--- src/logic/rsy_regs.svh ---
`ifndef RSY_REGS_SVH
`define RSY_REGS_SVH

// ==========================================================
// I/O offsets
`define RSY_OFF_MEM_CFG     8'h22
`define RSY_OFF_ROLL_ONE    8'h24
`define RSY_OFF_ROLL_TWO    8'h26
`define RSY_OFF_REGION_ZERO 8'h28
`define RSY_OFF_REGION_ONE  8'h2a
`define RSY_OFF_GRAN_EN     8'h2c
`define RSY_OFF_EXT_GRAN    8'h2e
`define RSY_OFF_PARITY      8'h61

// ==========================================================
// Register indices in the storage array
`define RSY_IDX_MEM_CFG     3'h0
`define RSY_IDX_ROLL_ONE    3'h1
`define RSY_IDX_ROLL_TWO    3'h2
`define RSY_IDX_REGION_ZERO 3'h3
`define RSY_IDX_REGION_ONE  3'h4
`define RSY_IDX_GRAN_EN     3'h5
`define RSY_IDX_EXT_GRAN    3'h6
`define RSY_NUM_REGS        7

// ==========================================================
// Values after system reset (undefined bits taken as zero)
`define RSY_RST_MEM_CFG     16'h0000
`define RSY_RST_ROLL_ONE    16'h0000
`define RSY_RST_ROLL_TWO    16'h0000
`define RSY_RST_REGION_ZERO 16'h00f9
`define RSY_RST_REGION_ONE  16'h0000
`define RSY_RST_GRAN_EN     16'h0000
`define RSY_RST_EXT_GRAN    16'h0000
`define RSY_RST_PARITY      1'h0

// ==========================================================
// Field positions and timing
`define RSY_PARITY_BIT      2
`define RSY_SYNC_STAGES     2
`define RSY_HOLD_CPU_MIN    16
`define RSY_HOLD_SELFTEST   80

`endif

--- src/logic/rsy_pkg.sv ---
`default_nettype none

package rsy_pkg;

   // Sequencer states
   typedef enum logic [1:0] {
      RSY_ST_RUN     = 2'b00,
      RSY_ST_SYS     = 2'b01,
      RSY_ST_ALIGN   = 2'b10,
      RSY_ST_RELEASE = 2'b11
   } rsy_state_t;

   // Register I/O request from the host bus
   typedef struct packed {
      logic        wr;
      logic        rd;
      logic [7:0]  addr;
      logic [15:0] wdata;
   } rsy_io_req_t;

   // DRAM strobe group, all active low
   typedef struct packed {
      logic [3:0] row_n;
      logic [7:0] col_n;
      logic       den_n;
   } rsy_dram_t;

endpackage

`default_nettype wire

--- src/logic/rsy_reset_sync.sv ---
`include "rsy_regs.svh"
`default_nettype none

// Behaviour
// RULE1 - Two async requests become clock-synchronous processor and coprocessor resets.
// RULE2 - Processor-only request asserts processor reset alone; all else keeps state.
// RULE3 - Board holds processor request at least 16 clocks.
// RULE4 - System plus processor request asserts both reset outputs.
// RULE5 - Configuration registers initialise only on system reset.
// RULE6 - Memory configuration register reads zero after system reset.
// RULE7 - Processor busy output driven low during system reset.
// RULE8 - Board holds both requests 80 clocks for valid self-test, else 16.
// RULE9 - Row strobes, column strobes and buffer enable inactive during system reset.
// RULE10 - Error input sampled at system request fall; low means coprocessor present.
// RULE11 - System reset aligns peripheral clock with double-rate clock.
// RULE12 - Sequence: resets, strobes, busy, init, sample, align, then release resets.
// RULE13 - Register writes replace every bit; software writes whole register.
// RULE14 - Software disables shadowing and roll when low DRAM absent.
// RULE15 - Busy released at first address strobe fall, then follows coprocessor busy.
// RULE16 - Peripheral clock held high for alignment; processor reset leaves it alone.
// RULE17 - Each request passes two flip-flops before use.
// RULE18 - Undefined reset bits set to zero; not checked.
module rsy_reset_sync (
   // Clock and reset
   input  wire logic               clock,
   input  wire logic               rst,
   // Board reset requests
   input  wire logic               cpu_reset_request,
   input  wire logic               system_reset_request,
   // Coprocessor and processor bus
   input  wire logic               error_in_n,
   input  wire logic               coproc_busy_in_n,
   input  wire logic               address_strobe_n,
   // Register I/O port
   input  wire rsy_pkg::rsy_io_req_t io_req,
   output logic [15:0]             io_rdata,
   // DRAM strobes from the memory controller and to the pins
   input  wire rsy_pkg::rsy_dram_t  dram_in,
   output rsy_pkg::rsy_dram_t       dram_out,
   // Reset, busy, clock and coprocessor presence outputs
   output logic                    processor_reset_out,
   output logic                    coproc_reset_out,
   output logic                    processor_busy_out_n,
   output logic                    peripheral_clock_n,
   output logic                    coproc_present,
   // Configuration outputs
   output logic [15:0]             memory_configuration,
   output logic                    parity_check_disable
);
   import rsy_pkg::*;

   // =======================================================
   // Request synchronisers
   logic [`RSY_SYNC_STAGES-1:0] cpu_sync_reg;
   logic [`RSY_SYNC_STAGES-1:0] cpu_sync_next;
   logic [`RSY_SYNC_STAGES-1:0] sys_sync_reg;
   logic [`RSY_SYNC_STAGES-1:0] sys_sync_next;
   logic                        cpu_req;
   logic                        sys_req;

   always_comb begin
      cpu_sync_next = {cpu_sync_reg[0], cpu_reset_request};     // RULE17
      sys_sync_next = {sys_sync_reg[0], system_reset_request};  // RULE17
   end

   always_ff @(posedge clock) begin
      if (rst) begin
         cpu_sync_reg <= '0;
         sys_sync_reg <= '0;
      end else begin
         cpu_sync_reg <= cpu_sync_next;
         sys_sync_reg <= sys_sync_next;
      end
   end

   // Only the last stage is used downstream
   assign cpu_req = cpu_sync_reg[`RSY_SYNC_STAGES-1];
   assign sys_req = sys_sync_reg[`RSY_SYNC_STAGES-1];

   // =======================================================
   // System reset sequencer
   rsy_state_t state_reg;
   rsy_state_t state_next;
   logic       present_reg;
   logic       present_next;
   logic       busy_hold_reg;
   logic       busy_hold_next;
   logic       pclk_reg;
   logic       pclk_next;
   logic       ads_prev_reg;
   logic       in_sys;

   assign in_sys = (state_reg == RSY_ST_SYS);

   always_comb begin
      state_next     = state_reg;
      present_next   = present_reg;
      busy_hold_next = busy_hold_reg;
      pclk_next      = ~pclk_reg;
      unique case (state_reg)
         RSY_ST_RUN: begin
            if (sys_req && cpu_req) begin                    // RULE4
               state_next = RSY_ST_SYS;
            end
         end
         RSY_ST_SYS: begin
            busy_hold_next = 1'b1;                           // RULE7
            if (!sys_req) begin
               // Falling edge of the system request
               present_next = ~error_in_n;                   // RULE10
               state_next   = RSY_ST_ALIGN;
            end
         end
         RSY_ST_ALIGN: begin
            pclk_next  = 1'b1;                               // RULE16
            state_next = RSY_ST_RELEASE;                     // RULE12
         end
         RSY_ST_RELEASE: begin
            state_next = RSY_ST_RUN;                         // RULE12
         end
      endcase
      // First address strobe fall after reset ends the self-test hold
      if (state_reg == RSY_ST_RUN && busy_hold_reg &&
          ads_prev_reg && !address_strobe_n) begin
         busy_hold_next = 1'b0;                              // RULE15
      end
   end

   always_ff @(posedge clock) begin
      if (rst) begin
         state_reg     <= RSY_ST_RUN;
         present_reg   <= 1'b0;
         busy_hold_reg <= 1'b1;
         pclk_reg      <= 1'b1;
         ads_prev_reg  <= 1'b1;
      end else begin
         state_reg     <= state_next;
         present_reg   <= present_next;
         busy_hold_reg <= busy_hold_next;
         pclk_reg      <= pclk_next;                         // RULE11
         ads_prev_reg  <= address_strobe_n;
      end
   end

   // =======================================================
   // Reset, busy and strobe outputs
   logic               cpu_rst_reg;
   logic               cpu_rst_next;
   logic               npx_rst_reg;
   logic               npx_rst_next;
   logic               busy_reg;
   logic               busy_next;
   rsy_dram_t          dram_reg;
   rsy_dram_t          dram_next;

   always_comb begin
      // Processor-only request touches nothing but this output
      cpu_rst_next = cpu_req || (state_reg != RSY_ST_RUN);   // RULE1 RULE2
      npx_rst_next = (state_reg != RSY_ST_RUN);              // RULE1 RULE4
      // After the hold, without a coprocessor the busy line is left inactive
      if (busy_hold_next) begin
         busy_next = 1'b0;                                   // RULE7
      end else begin
         busy_next = present_reg ? coproc_busy_in_n : 1'b1;  // RULE15
      end
      if (in_sys || state_next == RSY_ST_SYS) begin
         dram_next = '1;                                     // RULE9
      end else begin
         dram_next = dram_in;
      end
   end

   always_ff @(posedge clock) begin
      if (rst) begin
         cpu_rst_reg <= 1'b1;
         npx_rst_reg <= 1'b1;
         busy_reg    <= 1'b0;
         dram_reg    <= '1;
      end else begin
         cpu_rst_reg <= cpu_rst_next;
         npx_rst_reg <= npx_rst_next;
         busy_reg    <= busy_next;
         dram_reg    <= dram_next;
      end
   end

   // =======================================================
   // Configuration registers
   function automatic logic [3:0] reg_index(input logic [7:0] addr);
      logic [3:0] idx;
      idx = 4'hf;
      unique case (addr)
         `RSY_OFF_MEM_CFG:     idx = {1'b0, `RSY_IDX_MEM_CFG};
         `RSY_OFF_ROLL_ONE:    idx = {1'b0, `RSY_IDX_ROLL_ONE};
         `RSY_OFF_ROLL_TWO:    idx = {1'b0, `RSY_IDX_ROLL_TWO};
         `RSY_OFF_REGION_ZERO: idx = {1'b0, `RSY_IDX_REGION_ZERO};
         `RSY_OFF_REGION_ONE:  idx = {1'b0, `RSY_IDX_REGION_ONE};
         `RSY_OFF_GRAN_EN:     idx = {1'b0, `RSY_IDX_GRAN_EN};
         `RSY_OFF_EXT_GRAN:    idx = {1'b0, `RSY_IDX_EXT_GRAN};
         default:              idx = 4'hf;
      endcase
      return idx;
   endfunction

   localparam logic [15:0] RST_VALS [`RSY_NUM_REGS] = '{
      `RSY_RST_MEM_CFG, `RSY_RST_ROLL_ONE, `RSY_RST_ROLL_TWO,
      `RSY_RST_REGION_ZERO, `RSY_RST_REGION_ONE, `RSY_RST_GRAN_EN,
      `RSY_RST_EXT_GRAN};

   logic [15:0] cfg_reg  [`RSY_NUM_REGS];
   logic [15:0] cfg_next [`RSY_NUM_REGS];
   logic        par_reg;
   logic        par_next;
   logic [15:0] rdata_reg;
   logic [15:0] rdata_next;
   logic [3:0]  idx;

   always_comb begin
      idx      = reg_index(io_req.addr);
      cfg_next = cfg_reg;
      par_next = par_reg;
      rdata_next = rdata_reg;
      // Init wins over writes while the system reset is running
      if (in_sys) begin
         cfg_next = RST_VALS;                                // RULE5 RULE6 RULE18
         par_next = `RSY_RST_PARITY;                         // RULE5
      end else if (io_req.wr) begin
         if (idx != 4'hf) begin
            cfg_next[idx[2:0]] = io_req.wdata;               // RULE13
         end
         if (io_req.addr == `RSY_OFF_PARITY) begin
            par_next = io_req.wdata[`RSY_PARITY_BIT];
         end
      end
      // Parity port is write-only; it and unmapped ports read zero
      if (io_req.rd) begin
         rdata_next = (idx != 4'hf) ? cfg_reg[idx[2:0]] : 16'h0000;
      end
   end

   always_ff @(posedge clock) begin
      if (rst) begin
         cfg_reg   <= RST_VALS;
         par_reg   <= `RSY_RST_PARITY;
         rdata_reg <= 16'h0000;
      end else begin
         cfg_reg   <= cfg_next;
         par_reg   <= par_next;
         rdata_reg <= rdata_next;
      end
   end

   // =======================================================
   // Output drive
   assign processor_reset_out  = cpu_rst_reg;
   assign coproc_reset_out     = npx_rst_reg;
   assign processor_busy_out_n = busy_reg;
   assign peripheral_clock_n   = pclk_reg;
   assign coproc_present       = present_reg;
   assign dram_out             = dram_reg;
   assign io_rdata             = rdata_reg;
   assign memory_configuration = cfg_reg[`RSY_IDX_MEM_CFG];
   assign parity_check_disable = par_reg;

endmodule

`default_nettype wire

--- config.mk ---
export PLATFORM = sky130hd
export DESIGN_NAME = rsy_reset_sync
export DESIGN_NICKNAME = d
export VERILOG_FILES = /design/src/logic/rsy_pkg.sv /design/src/logic/rsy_reset_sync.sv
export VERILOG_INCLUDE_DIRS = /design/src /design/src/logic
export SDC_FILE = /design/constraint.sdc
export NUM_CORES = 1
export LEC_CHECK = 0
export BUFFER_PORTS_ARGS = -buffer_cell sky130_fd_sc_hd__buf_2
export CAP_MARGIN = 20
export CORE_MARGIN = 2
export CORE_UTILIZATION = 50
export CTS_CLUSTER_DIAMETER = 150
export DETAILED_ROUTE_END_ITERATION = 16
export HOLD_SLACK_MARGIN = 0.06
export PLACE_DENSITY = 0.76
export SYNTH_ARGS = -nofsm -noshare
export SYNTH_HDL_FRONTEND = slang
export SYNTH_SLANG_ARGS = --single-unit
export TNS_END_PERCENT = 100
--- constraint.sdc ---
create_clock -name clock -period 3.5 [get_ports clock]
set_input_delay 0.7 -clock clock [delete_from_list [all_inputs] [get_ports clock]]
set_output_delay 0.7 -clock clock [all_outputs]
set_load 0.01 [all_outputs]
# Yosys cells after proc, flatten, opt, wreduce, memory -nomap -nowiden

Index checks and enable logic that the tools add are counted.

Reduce and logical (&&, ||, !) cells: 17
$lt $le $gt $ge: 2
Multiplexer cells: 14
Eq/ne operators: 13
Bitwise operators: 4

Operators with widths:

| kind                                                | number |
|---|---|
| bitwise mux 112 bit                                 | 1 |
| 2-to-1 mux 16 bit                                   | 4 |
| equality test 8 x 6 -> 1 bit, second input constant | 7 |
| binary-select mux 16 bit (select 3 bit)             | 1 |
| demux 16 bit (select 3 bit)                         | 1 |
| case mux 4 bit (7 select lines)                     | 1 |
| equality test 8 x 7 -> 1 bit, second input constant | 1 |
| case mux 2 bit (4 select lines)                     | 1 |
| OR reduction 2 bit                                  | 4 |
| AND reduction 2 bit                                 | 3 |
| logical AND 1 bit                                   | 5 |
| equality test 2 x 1 -> 1 bit, second input constant | 2 |
| equality test 2 bit, second input constant          | 2 |
| >= comparator 4 bit, second input constant          | 1 |
| < comparator 4 x 1 -> 1 bit, second input constant  | 1 |
| 2-to-1 mux 2 bit                                    | 2 |
| inequality test 4 bit, second input constant        | 1 |
| inverter 3 -> 4 bit                                 | 1 |
| 2-to-1 mux 1 bit                                    | 3 |
| inverter 1 bit                                      | 3 |
| logical NOT 2 bit                                   | 1 |
| logical OR 1 bit                                    | 2 |
| nonzero test 2 bit                                  | 1 |
| logical NOT 1 bit                                   | 1 |

Bits in registers: 155
Input port bits: 46
Logic and storage cells: 72
Output and inout bits: 51

# Longest topological paths before layout

Depth after elaboration: 8
Mapped depth: 7
Depth with buffers taken out: 4

# Worst setup path before layout

Ideal clock, no wire load.

Path kind: input port to flip-flop
From: input io_req[18] (netlist name)
To: register rdata_reg[10], in the netlist io_rdata[10]
Data arrival time: 1.891 ns
Path slack: 1.492 ns
Cell stages on the path: 6
Library setup time: 0.117 ns
Path buffers: 2
Required time: 3.383 ns
Cell sequence: clkbuf_1 > or3b_2 > buf_2 > o22ai_1 > a21oi_1 > a32o_1

Word-level cells in the longest chain between the ends: 7
Elaborated cells on any way between the ends: 14
Classes of those cells: eq/ne: 8; mux: 5; bitwise: 1

Ends and longest elaborated chain:

| what                                                 | RTL line              | RTL |
|---|---|---|
| start: declaration                                   | rsy_reset_sync.sv:35  | `input wire rsy_pkg::rsy_io_req_t io_req,` |
| equality test 8 x 6 -> 1 bit                         | rsy_reset_sync.sv:192 | `unique case (addr)` |
| case mux 4 bit (7 select lines) (*)                  | rsy_reset_sync.sv:192 |  |
| inverter 3 -> 4 bit (not written as such)            | rsy_reset_sync.sv:237 | `rdata_next = (idx != 4'hf) ? cfg_reg[idx[2:0]] : 16'h0000;` |
| binary-select mux 16 bit (select 3 bit)              | rsy_reset_sync.sv:237 |  |
| 2-to-1 mux 16 bit (not written as such) (2 in a row) | rsy_reset_sync.sv:237 |  |
| 2-to-1 mux 16 bit (*)                                | rsy_reset_sync.sv:237 |  |
| end signal: assignment                               | rsy_reset_sync.sv:249 | `rdata_reg <= rdata_next;` |
| end: declaration                                     | rsy_reset_sync.sv:214 | `logic [15:0] rdata_reg;` |

Every way passes the cells marked *; elsewhere a longest branch is shown, timed or not. The select of a mux whose other input is x is not followed.
A chain may end at the register's enable or synchronous reset.

# Worst setup path after layout

From: input io_req[19] (netlist name)
To: register cfg_reg[79] (netlist name)

Word-level cells in the longest chain between the ends: 8
Elaborated cells on any way between the ends: 17
Classes of those cells: order compare: 2; eq/ne: 8; mux: 4; bitwise: 1; reduce/logical: 2

Ends and longest elaborated chain:

| what                                                                                            | RTL line              | RTL |
|---|---|---|
| equality test 8 x 6 -> 1 bit                                                                    | rsy_reset_sync.sv:192 |  |
| case mux 4 bit (7 select lines) (*)                                                             | rsy_reset_sync.sv:192 |  |
| inverter 3 -> 4 bit (not written as such)                                                       | rsy_reset_sync.sv:229 | `cfg_next[idx[2:0]] = io_req.wdata;` |
| >= comparator 4 bit (not written as such) / < comparator 4 x 1 -> 1 bit (equally long branches) | rsy_reset_sync.sv:229 |  |
| logical AND 1 bit (not written as such)                                                         | rsy_reset_sync.sv:229 |  |
| 2-to-1 mux 16 bit (not written as such)                                                         | rsy_reset_sync.sv:229 |  |
| demux 16 bit (select 3 bit)                                                                     | rsy_reset_sync.sv:229 |  |
| bitwise mux 112 bit                                                                             | rsy_reset_sync.sv:229 |  |
| end signal: assignment                                                                          | rsy_reset_sync.sv:247 | `cfg_reg <= cfg_next;` |
| end: declaration                                                                                | rsy_reset_sync.sv:210 | `` logic [15:0] cfg_reg [`RSY_NUM_REGS]; `` |

Every way passes the cells marked *; elsewhere a longest branch is shown, timed or not.

==> out/results.ini <==
[pwr]
pwr-share-seq_pct=45.1
cellPowerDensity_nw_per_um2=556
vdd_drop_max_mv=0.239
pwr-share-clk_pct=48.9
leakage_uw=0.00291
swShare_pct=22.1
p_comb_share_pct=6.0
p_sw_uw=880
p_int_uw=3100
power.total_uw=3980

[drt]
wl_per_cell_um=17.7
route.detailed.drc=0
first_pass_iters=5
routed_wl_mm=15.6
ant_nets=0
initialDrtViolationCount=397
dr_total_vias=5152
drt-vias-per-instance=5.83

[logic_synthesis]
syn_area_um2=6110
synth_seq_area_share_pct=50.8
synth_area_leaders=dfxtp_1 (51%), o21ai_0 (7.3%), mux2i_1 (6.7%), nand3_1 (6.1%), o22ai_1 (4.2%)
synth_warnings=0
synth_top_cell_by_area=dfxtp_1
avgSynthCellArea_um2=9.14
synth_cell_types=41
postSynthCellCount=668
yosys_register_bits=155
syn_nets=714
synth_top_area_share_pct=50.8

[sta]
min_period_ns=2.29
rsz0062_at_grt=no
clock_skew_ns=0.0101
fmax_ghz=0.436
finalSetupTns_ns=0
max_slew_margin_pct=43.5
fin_crit_sh_pct=65.5
worst_pin_slew_ns=0.847
slew_violations=0
final-hold-violation-count=0
finalSetupViolCount=0

[clock_tree]
cts_tree=yes
post_cts_buffers=0
clk-insertion-delay-late_ns=0.43
clk_pin_slew_worst_paths_ns=0.06
htree_levels=4
post_cts_resized=0
cts_made_buffers=17
postCtsHoldBufs=0
root_buffer=clkbuf_16
clockBufferDepth=2
clock_sink_count=155

[grt]
antenna_found_initial=0
overflow=0
grt_use_total_pct=24.1
grt_pass1_vias=4745
grt_pass1_wl_mm=24.3
grt_max_degree=53

[place]
dp_hpwl_mm=10.5
gp_congestion=0.867
io_buffers=96

[setup_path]
cp-end-kind=flip-flop
ff2ff_path_depth=5
timing.rr.end=cfg_reg[39]$_SDFFE_PP0P_
cp_max_fo=36
crit_arrival_ns=2.60
startpoint_type=primary input
critPathKind=in2reg
reg2reg_from=state_reg[1]$_SDFF_PP0_
reg2reg_slack_ns=1.64
crit_required_ns=3.80

[die]
dieHeight_um=115
dieArea_um2=13100
fp.dieW_um=115
row_count=40
start_util_pct=51.1
io_pins=97
core-area_um2=12000

[final_layout]
syn2layout_area_growth_pct=17.1
layout_commonest_cell=dfxtp_1
multi_input_comb_area_um2=2640
fillerInstances=985
final_cell_mix=dfxtp_1 (155), buf_2 (96), o21ai_0 (89), nand3_1 (74), nor2_1 (47)
final_nets=771
diodes=0
regArea_um2=3100
drive_gt1_share_pct=22.9
largest_reg_flops=96

[run]
drv_cap=0

[min_path]
min_from=peripheral_clock_n$_SDFF_PP1_
min_to=peripheral_clock_n$_SDFF_PP1_
holdPathStages=1
hold_class=reg2reg

[outcome]
status=completed

## final cells by class
cell class	instances	area share (%)
Clock buffer	21	6.44
Clock inverter	10	2.33
Inverter	2	0.105
Multi-Input combinational cell	440	36.9
Sequential cell	155	43.4
Tap cell	147	2.57
Timing Repair Buffer	109	8.26
## worst max-delay path, cell delays in order
cell	delay [ns]
buf_2	0.37
nor2_1	0.39
nand4_2	0.65
mux2i_1	0.40
nor2_1	0.07
## power by group through the flow
| stage | clock [µW] | combinational, µW | sequential, µW |
|---|---|---|---|
| 3_3_place_gp | 0 | 230 | 1830 |
| 2_1_floorplan | 0 | 134 | 1840 |
| 4_1_cts | 1960 | 236 | 1790 |
| 3_5_place_dp | 0 | 235 | 1830 |
| 6_report | 1950 | 240 | 1790 |
| 5_1_grt | 2050 | 258 | 1790 |
## Yosys cell counts, drive strengths merged
| library cell | count |
|---|---|
| nor3 | 10 |
| a21bo | 1 |
| a211oi | 2 |
| nand3 | 74 |
| or2 | 16 |
| a21oi | 17 |
| nor2 | 47 |
| a32o | 12 |
| o22a | 3 |
| dfxtp | 155 |
| o22ai | 41 |
| and4 | 1 |
| mux2i | 41 |
| nand2b | 9 |
| o21bai | 1 |
| o221ai | 1 |
| clkbuf | 33 |
| nor2b | 8 |
| o21ai | 89 |
| nand3b | 1 |
| nor4b | 1 |
| nor3b | 1 |
| and2 | 9 |
| o32a | 1 |
| nand4b | 1 |
| nand4 | 6 |
| mux2 | 8 |
| nand2 | 31 |
| or4b | 1 |
| or3 | 1 |
| inv | 2 |
| o21a | 1 |
| buf | 38 |
| or3b | 2 |
| a21o | 3 |
## per-layer routing
| layer | GRT usage (%) | vias up | wire, µm |
|---|---|---|---|
| met5 | 0 | - | 0 |
| met2 | 36.4 | 210 | 7260 |
| met1 | 32.5 | 2426 | 6690 |
| li1 | - | 2481 | - |
| met3 | 5.98 | 35 | 1270 |
| met4 | 11.4 | 0 | 386 |
## through the flow
stage          utilization [%]  worst slack [ns]  instance area (µm²)  hold WS, ns  std cells
6_report                  59.8              1.21                 7150        0.415        884
5_1_grt                   59.8              1.11                 7150        0.434        884
4_1_cts                   59.8              1.23                 7150        0.413        884
3_5_place_dp              54.5             0.805                 6520        0.400        853
3_3_place_gp              54.5             0.875                 6520        0.395        853
2_1_floorplan                -              1.49                 6110        0.414        668
## worst max path at each step
stage                                           end  cells after the start  startpoint  slack [ns]
after CTS                  cfg_reg[79]$_SDFFE_PP0P_                      5  io_req[19]        1.23
after global routing      io_rdata[10]$_SDFFE_PP0P_                      5  io_req[19]        1.11
final                      cfg_reg[79]$_SDFFE_PP0P_                      5  io_req[19]        1.21
after detailed placement   cfg_reg[79]$_SDFFE_PP0P_                      5  io_req[19]        0.80
after floorplan           io_rdata[10]$_SDFFE_PP0P_                      6  io_req[18]        1.49
after global placement    io_rdata[15]$_SDFFE_PP0P_                      5  io_req[19]        0.88
## logic make-up after synthesis
kind of cell | count (synthesis) | synth area share, %
simple gates | 219 | 18.3
compound gates | 172 | 16.6
flops | 155 | 50.8
buf+inv | 73 | 6.13
mux | 49 | 8.20
(Power assumes the default switching activity.)
